## src/addr_map_pkg.sv

```systemverilog
// address map constants for the physical address decoder
package addr_map_pkg;
  localparam int unsigned AW = 32;
  localparam int unsigned DW = 32;
  localparam int unsigned SLOTS = 6;
  localparam logic [31:0] MAIN_SPACE_TOP = 32'h07FF_FFFF;
  localparam logic [31:0] POP_MEM_TOP = 32'h02FF_FFFF;
  localparam int unsigned SLOT_SHIFT = 23;
  localparam logic [31:0] EXP_BASE = 32'h1000_0000;
  localparam logic [31:0] EXP_TOP = 32'h17FF_FFFF;
  localparam logic [31:0] LIO_BASE = 32'h1800_0000;
  localparam logic [31:0] LIO_TOP = 32'h1CFF_FFFF;
  localparam logic [31:0] NET_PROM_BASE = 32'h1D00_0000;
  localparam logic [31:0] ID_PROM_BASE = 32'h1E00_0000;
  localparam logic [31:0] BOOT_PROM_BASE = 32'h1F00_0000;
  localparam logic [31:0] PROM_TOP = 32'h1FFF_FFFF;
  localparam logic [2:0] SLOT_NONE = 3'h7;
  // access sizes
  typedef enum logic [1:0] {
    SZ_BYTE = 2'h0,
    SZ_HALF = 2'h1,
    SZ_WORD = 2'h2
  } size_t;
  // one-hot target codes
  typedef enum logic [5:0] {
    TGT_NONE = 6'h00,
    TGT_MEM  = 6'h01,
    TGT_EXP  = 6'h02,
    TGT_LIO  = 6'h04,
    TGT_NETP = 6'h08,
    TGT_IDP  = 6'h10,
    TGT_BOOT = 6'h20
  } target_t;
  localparam logic [1:0] HALF_ALIGN_MASK = 2'h1;
  localparam logic [1:0] WORD_ALIGN_MASK = 2'h3;
endpackage

```

## src/phys_bus_if.sv

```systemverilog
// processor-to-decoder physical bus carrier
`timescale 1ns/1ps
`default_nettype none
interface phys_bus_if;
  logic                          reqValid;
  logic [31:0]                   addr;
  addr_map_pkg::size_t           size;
  logic                          write;
  logic [31:0]                   wdata;
  logic                          ackValid;
  logic                          busErrB;
  logic [31:0]                   rdata;
  modport requester (output reqValid, addr, size, write, wdata,
                     input ackValid, busErrB, rdata);
  modport decoder (input reqValid, addr, size, write, wdata,
                   output ackValid, busErrB, rdata);
endinterface
`default_nettype wire
```

## src/phys_addr_decoder.sv

```systemverilog
// physical address decoder: steers each mapped bus cycle to one target, answers unmapped ones with a bus error
`timescale 1ns/1ps
`default_nettype none
module phys_addr_decoder (
  // clock and reset
  input  wire logic                    clk,
  input  wire logic                    rst_b,
  // bus
  phys_bus_if.decoder                  bus,
  // configuration
  input  wire logic                    parityBypass,
  input  wire logic [1:0]              slotMasterB,
  output logic                         masterConflictB,
  // target selects
  output addr_map_pkg::target_t        target,
  output logic [addr_map_pkg::SLOTS-1:0] slotSelB,
  output logic [31:0]                  tgtAddr,
  output logic                         tgtWrite,
  output addr_map_pkg::size_t          tgtSize,
  output logic [3:0]                   laneEnB,
  output logic [31:0]                  tgtWdata,
  // target answer
  input  wire logic                    tgtDone,
  input  wire logic                    tgtErrB,
  input  wire logic                    tgtParityErrB,
  input  wire logic [31:0]             tgtRdata
);
  // ----------------------------------------
  // state machine
  // ----------------------------------------
  typedef enum logic [2:0] {
    ST_IDLE = 3'b001,
    ST_WAIT = 3'b010,
    ST_ACK  = 3'b100
  } state_t;
  state_t state_q;
  state_t state_d;
  addr_map_pkg::target_t target_q;
  logic [addr_map_pkg::SLOTS-1:0] slotSelB_q;
  logic [31:0] tgtAddr_q;
  logic [31:0] tgtWdata_q;
  logic tgtWrite_q;
  addr_map_pkg::size_t tgtSize_q;
  logic [3:0] laneEnB_q;
  logic busErrB_q;
  logic [31:0] rdata_q;
  // ----------------------------------------
  // address decode
  // ----------------------------------------
  wire [31:0] a = bus.addr;
  wire inMainSpace = a <= addr_map_pkg::MAIN_SPACE_TOP;
  wire inPopMem = a <= addr_map_pkg::POP_MEM_TOP;
  wire [2:0] slotIdx = a[addr_map_pkg::SLOT_SHIFT+2:addr_map_pkg::SLOT_SHIFT];
  wire inExp = (a >= addr_map_pkg::EXP_BASE) && (a <= addr_map_pkg::EXP_TOP);
  wire inLio = (a >= addr_map_pkg::LIO_BASE) && (a <= addr_map_pkg::LIO_TOP);
  wire inBoot = (a >= addr_map_pkg::BOOT_PROM_BASE) && (a <= addr_map_pkg::PROM_TOP);
  wire inId = (a >= addr_map_pkg::ID_PROM_BASE) && (a < addr_map_pkg::BOOT_PROM_BASE);
  wire inNet = (a >= addr_map_pkg::NET_PROM_BASE) && (a < addr_map_pkg::ID_PROM_BASE);
  addr_map_pkg::target_t decTarget;
  assign decTarget =
    (inMainSpace && inPopMem) ? addr_map_pkg::TGT_MEM :
    inExp  ? addr_map_pkg::TGT_EXP :
    inLio  ? addr_map_pkg::TGT_LIO :
    inNet  ? addr_map_pkg::TGT_NETP :
    inId   ? addr_map_pkg::TGT_IDP :
    inBoot ? addr_map_pkg::TGT_BOOT :
    addr_map_pkg::TGT_NONE;
  // one window per slot position, active low selects
  wire [addr_map_pkg::SLOTS-1:0] decSlotB;
  genvar g;
  generate
    for (g = 0; g < addr_map_pkg::SLOTS; g++) begin : g_slot
      assign decSlotB[g] = !((decTarget == addr_map_pkg::TGT_MEM) &&
                             (slotIdx == 3'(g)));
    end
  endgenerate
  // byte lanes: lane 3 is bits 31:24, byte zero
  wire [3:0] laneMask =
    (bus.size == addr_map_pkg::SZ_WORD) ? 4'hF :
    (bus.size == addr_map_pkg::SZ_HALF) ? (4'hC >> a[1:0]) :
    (4'h8 >> a[1:0]);
  // two masters in slots four and five is a config fault
  assign masterConflictB = !(slotMasterB == 2'h0);
  // ----------------------------------------
  // cycle control
  // ----------------------------------------
  wire take = (state_q == ST_IDLE) && bus.reqValid;
  wire miss = decTarget == addr_map_pkg::TGT_NONE;
  // a bypassed parity error is not reported, real errors still are
  wire doneErrB = tgtErrB && (tgtParityErrB || parityBypass);
  always_comb begin
    state_d = state_q;
    case (state_q)
      ST_IDLE: begin
        if (bus.reqValid) begin
          state_d = miss ? ST_ACK : ST_WAIT;
        end
      end
      ST_WAIT: begin
        if (tgtDone) begin
          state_d = ST_ACK;
        end
      end
      ST_ACK: begin
        state_d = ST_IDLE;
      end
      default: begin
        state_d = ST_IDLE;
      end
    endcase
  end
  always_ff @(posedge clk) begin
    if (!rst_b) begin
      state_q <= ST_IDLE;
      target_q <= addr_map_pkg::TGT_NONE;
      slotSelB_q <= '1;
      tgtAddr_q <= 32'h0000_0000;
      tgtWdata_q <= 32'h0000_0000;
      tgtWrite_q <= 1'b0;
      tgtSize_q <= addr_map_pkg::SZ_BYTE;
      laneEnB_q <= 4'hF;
      busErrB_q <= 1'b1;
      rdata_q <= 32'h0000_0000;
    end else begin
      state_q <= state_d;
      if (take && !miss) begin
        target_q <= decTarget;
        slotSelB_q <= decSlotB;
        tgtAddr_q <= a;
        tgtWdata_q <= bus.wdata;
        tgtWrite_q <= bus.write;
        tgtSize_q <= bus.size;
        laneEnB_q <= ~laneMask;
      end else if (take && miss) begin
        busErrB_q <= 1'b0;
        rdata_q <= 32'h0000_0000;
      end else if ((state_q == ST_WAIT) && tgtDone) begin
        target_q <= addr_map_pkg::TGT_NONE;
        slotSelB_q <= '1;
        laneEnB_q <= 4'hF;
        busErrB_q <= doneErrB;
        rdata_q <= tgtRdata;
      end else if (state_q == ST_ACK) begin
        busErrB_q <= 1'b1;
      end
    end
  end
  assign target = target_q;
  assign slotSelB = slotSelB_q;
  assign tgtAddr = tgtAddr_q;
  assign tgtWdata = tgtWdata_q;
  assign tgtWrite = tgtWrite_q;
  assign tgtSize = tgtSize_q;
  assign laneEnB = laneEnB_q;
  assign bus.ackValid = state_q == ST_ACK;
  assign bus.busErrB = busErrB_q;
  assign bus.rdata = rdata_q;
endmodule
`default_nettype wire

```

## src/flat_wrapper.sv

```systemverilog
// flat-port wrapper written by rule: the top's interface ports become plain ports
module phys_addr_decoder_flat 
  (clk, rst_b, parityBypass, slotMasterB, masterConflictB, target, slotSelB, tgtAddr, tgtWrite, tgtSize, laneEnB, tgtWdata, tgtDone, tgtErrB, tgtParityErrB, tgtRdata, bus_reqValid, bus_addr, bus_size, bus_write, bus_wdata, bus_ackValid, bus_busErrB, bus_rdata);
  phys_bus_if bus_i ();
  input  wire logic clk;
  input  wire logic rst_b;
  input  wire logic parityBypass;
  input  wire logic [1:0] slotMasterB;
  output logic masterConflictB;
  output addr_map_pkg::target_t target;
  output logic [addr_map_pkg::SLOTS-1:0] slotSelB;
  output logic [31:0] tgtAddr;
  output logic tgtWrite;
  output addr_map_pkg::size_t tgtSize;
  output logic [3:0] laneEnB;
  output logic [31:0] tgtWdata;
  input  wire logic tgtDone;
  input  wire logic tgtErrB;
  input  wire logic tgtParityErrB;
  input  wire logic [31:0] tgtRdata;
  input wire logic [$bits(bus_i.reqValid)-1:0] bus_reqValid;
  input wire logic [$bits(bus_i.addr)-1:0] bus_addr;
  input wire logic [$bits(bus_i.size)-1:0] bus_size;
  input wire logic [$bits(bus_i.write)-1:0] bus_write;
  input wire logic [$bits(bus_i.wdata)-1:0] bus_wdata;
  output wire logic [$bits(bus_i.ackValid)-1:0] bus_ackValid;
  output wire logic [$bits(bus_i.busErrB)-1:0] bus_busErrB;
  output wire logic [$bits(bus_i.rdata)-1:0] bus_rdata;
  assign bus_i.reqValid = bus_reqValid;
  assign bus_i.addr = bus_addr;
  assign bus_i.size = bus_size;
  assign bus_i.write = bus_write;
  assign bus_i.wdata = bus_wdata;
  assign bus_ackValid = bus_i.ackValid;
  assign bus_busErrB = bus_i.busErrB;
  assign bus_rdata = bus_i.rdata;
  phys_addr_decoder u_core (.clk(clk), .rst_b(rst_b), .bus(bus_i), .parityBypass(parityBypass), .slotMasterB(slotMasterB), .masterConflictB(masterConflictB), .target(target), .slotSelB(slotSelB), .tgtAddr(tgtAddr), .tgtWrite(tgtWrite), .tgtSize(tgtSize), .laneEnB(laneEnB), .tgtWdata(tgtWdata), .tgtDone(tgtDone), .tgtErrB(tgtErrB), .tgtParityErrB(tgtParityErrB), .tgtRdata(tgtRdata));
endmodule
```

## config.mk

```make
export PLATFORM = sky130hd
export DESIGN_NAME = phys_addr_decoder_flat
export DESIGN_NICKNAME = d
export VERILOG_FILES = /design/src/addr_map_pkg.sv /design/src/phys_bus_if.sv /design/src/phys_addr_decoder.sv /design/src/flat_wrapper.sv
export SDC_FILE = /design/constraint.sdc
export NUM_CORES = 1
export LEC_CHECK = 0
export BUFFER_PORTS_ARGS = -buffer_cell sky130_fd_sc_hd__buf_4
export CORE_UTILIZATION = 48
export DETAILED_ROUTE_END_ITERATION = 7
export GPL_ROUTABILITY_DRIVEN = 1
export PLACE_DENSITY = 0.85
export SLEW_MARGIN = 20
export SYNTH_ARGS = -nofsm -noshare
export SYNTH_HDL_FRONTEND = slang
export SYNTH_SLANG_ARGS = --single-unit
```

## constraint.sdc

```tcl
create_clock -name clk -period 4.1 [get_ports clk]
set_input_delay 1.23 -clock clk [delete_from_list [all_inputs] [get_ports clk]]
set_output_delay 1.23 -clock clk [all_outputs]
set_load 0.02 [all_outputs]
```

==> results.md <==
* All-layer global routing usage at 25.6%
* Reg area at 2380 um2
* Hold Path Class: flop to flop
* Ys Warns at 0
* Synth Area per Inst at 8.19 um2
* Clk pin slew, worst setup/hold paths at 0.06 ns
* Vias/cell at 5.16
* CP Cell Sequence: buf_4 -> or2_2 -> buf_4
* Final worst path period share at 73.1%
* Full die area at 9290 um2
* Area Growth Syn to Fin at 55.1%
* Die width at 96.4 um
* Max Slew Vio Count at 0
* Top Ports at 226
* Flops & latches, synth at 119
* Worst R2R Setup Slack at 1.72 ns
* Leak Pwr at 2.79 nW
* MaxCap Viol Count at 0
* PortBufs at 225
* Vias in the first global route at 3,997
* Tightest Pin Transition at 0.890 ns
* Drt pass-1 iters at 4
* Setup Skew at 0.00560 ns
* # setup viols final at 0
* First-pass GRT wire length at 18,100 um
* Status: completed
* Kind of critical path: input port to output port
* Sequential area share after synthesis at 55.7%
* CP Max Fanout at 1
* PwrDens at 439 nW/um2
* Startpoint types: input port
* Hold WS at 0.453 ns
* Sink Count at 119
* Arr. time, crit path at 1.77 ns
* Setup bufs post-CTS at 0
* Top cell type's share of synthesized area at 55.7%
* Hold_buf cts at 0
* # rows at 34
* CTS Buf Count at 17
* Initial antenna violation count at 0
* Footprint of the multi-input gates at 1750 um2
* Layout cells sized above 1 at 36.6%
* Placer Congestion at 0.800
* Detailed-route via count at 4,416
* Largest net degree at the start of global routing at 70
* Peak supply drop at 247 uV
* Dpl hpwl at 8640 um
* DRC Markers at 0
* Grt total ovfl at 0
* Antenna cells at 0
* Clk_lat worst skew at 0.50 ns
* Tot Pwr at 2.91 mW
* CTS Root Cell: clkbuf_8
* Unrepaired setup endpoints after global routing: no
* Met1 WL at 4810 um
* Filler cells at 624
* Post-synth top area cell: dfxtp_1
* Clk buf depth at 2
* Final Critical Period at 3.00 ns
* Die height at 96.4 um
* Routed len/inst at 14.3 um
* Critical Path RT at 2.87 ns
* Post-Syn Area at 4280 um2
* Top cells by area, synth: dfxtp_1 (56%), nand2_1 (17%), a21oi_1 (12%), clkbuf_1 (2.3%), o21ai_0 (1.4%)
* Final hold vios at 0
* Peak Freq at 334 MHz
* CP peak stage delay at 0.28 ns
* CTS tree: yes
* Crit-path most repeated cell: buf_4
* Relative max-transition margin at 40.7%
* Post-CTS resize count at 0
* H-tree levels at 4
* Core ar. at 8680 um2
* Met3 WL post-DR at 1150 um
* Nets at 843
* Post-Route Setup TNS at 0 ns
* Critical path's slowest cell: or2_2
* Cell variety after synth at 39
* Iter 0 DRT Violations at 162
* Synth Instances at 522
* Critical path endpoint category: output port
* Post-route ant nets at 0
* Final WL at 12,300 um
* Syn_nets at 630
* Starting density of the core at 49.3%
* Highest Signal Layer: met4
* Wire length on met2 at 6210 um
registers in the layout, indices dropped and copies added (netlist names):
| name | count |
|---|---|
| u_core.slotSelB | 6 |
| u_core.bus.rdata | 32 |
| u_core.target | 6 |
| u_core.tgtAddr | 32 |
| u_core.bus.busErrB | 1 |
| u_core.tgtWdata | 32 |
| u_core.laneEnB | 4 |
| u_core.tgtSize | 2 |
| u_core.tgtWrite | 1 |
| u_core.state_q | 3 |
worst max-delay path: cells and delay by family:
family,cells,cell delay (ns)
simple gates,1,0.28
buf+inv,2,0.26
per-stage QoR:
stage | util (%) | setup slack, ns | instance area (um2) | instances
after floorplan | - | 1.30 | 4280 | 522
final | 76.4 | 1.10 | 6630 | 856
after detailed placement | 69.2 | 0.835 | 6010 | 824
after CTS | 76.4 | 1.10 | 6630 | 856
after global placement | 69.2 | 0.850 | 6010 | 824
after global routing | 76.4 | 1.08 | 6630 | 856
synthesized netlist by cell type:
cell type  instances
a211o_1            3
a211oi_2           1
a21oi_1          100
a2bb2oi_1          6
a31oi_1            2
and3_1             3
buf_1              1
buf_2              7
buf_4              1
buf_6              2
clkbuf_1          26
clkinv_1           1
dfxtp_1          119
inv_1              1
nand2_1          191
nand2b_1           4
nand3_1            8
nand3b_1           2
nand4_1            4
nand4bb_1          1
nor2_1             3
nor2_2             1
nor2b_1            3
nor3_1             3
nor3_4             1
nor3b_1            2
nor4_1             1
nor4bb_1           1
o211a_1            2
o21ai_0           12
o21ai_1            1
o21bai_1           1
o31ai_1            2
o41ai_2            1
or2_2              1
or3_1              1
or3b_2             1
or4_1              1
or4_4              1
report_power, final:
| part | internal (mW) | total, mW | switching [mW] | leakage, nW |
|---|---|---|---|---|
| logic | 0.0985 | 0.187 | 0.0881 | 1.53 |
| registers | 1.17 | 1.18 | 0.00944 | 0.960 |
| clock network | 1.01 | 1.55 | 0.539 | 0.298 |
layer usage:
metal / global-route usage [%] / vias up
li1: - / 2163
met1: 28.4 / 2062
met2: 44.0 / 183
met3: 10.4 / 8
met4: 9.44 / 0
met5: 0 / -
area by class of cell:
type,instances,share of cell area (%)
Clock buffer,18,6.45
Multi-Input combinational cell,364,26.3
Sequential cell,119,35.9
Clock inverter,14,2.96
Inverter,2,0.113
Timing Repair Buffer,231,26.2
Tap cell,108,2.04
kinds of logic (layout without fill, tap and decap cells):
logic type / Yosys count / in the layout / share of synthesized area, %
flops: 119 / 119 / 55.7
compound gates: 131 / 131 / 17.0
buf+inv: 39 / 265 / 4.07
simple gates: 233 / 233 / 23.2
layout by cell type (no fill, tap or decap), drive strengths merged:
cell type    n
o21ai       13
a31oi        2
inv          5
and3         3
a211oi       1
o21bai       1
nand4bb      1
nand3b       2
nand2b       4
nand2      191
nor4bb       1
or3b         1
nand3        8
o31ai        2
or4          2
a2bb2oi      6
dfxtp      119
bufinv       4
a21oi      100
or3          1
nand4        4
a211o        3
clkbuf      18
nor3         4
nor2         4
clkinv       4
o41ai        1
nor3b        2
or2          1
clkinvlp     3
nor2b        3
buf        231
o211a        2
nor4         1
worst paths after layout:
| kind | start | end | cells past startpoint |
|---|---|---|---|
| worst max-delay path | slotMasterB[1] | masterConflictB | 3 |
| worst min-delay path | u_core.tgtWdata[19] | u_core.tgtWdata[19] | 2 |
| worst max register to register | u_core.state_q[0] | u_core.laneEnB[1] | 5 |
| worst min register to register | u_core.tgtWdata[19] | u_core.tgtWdata[19] | 2 |
(Power assumes the default switching activity.)
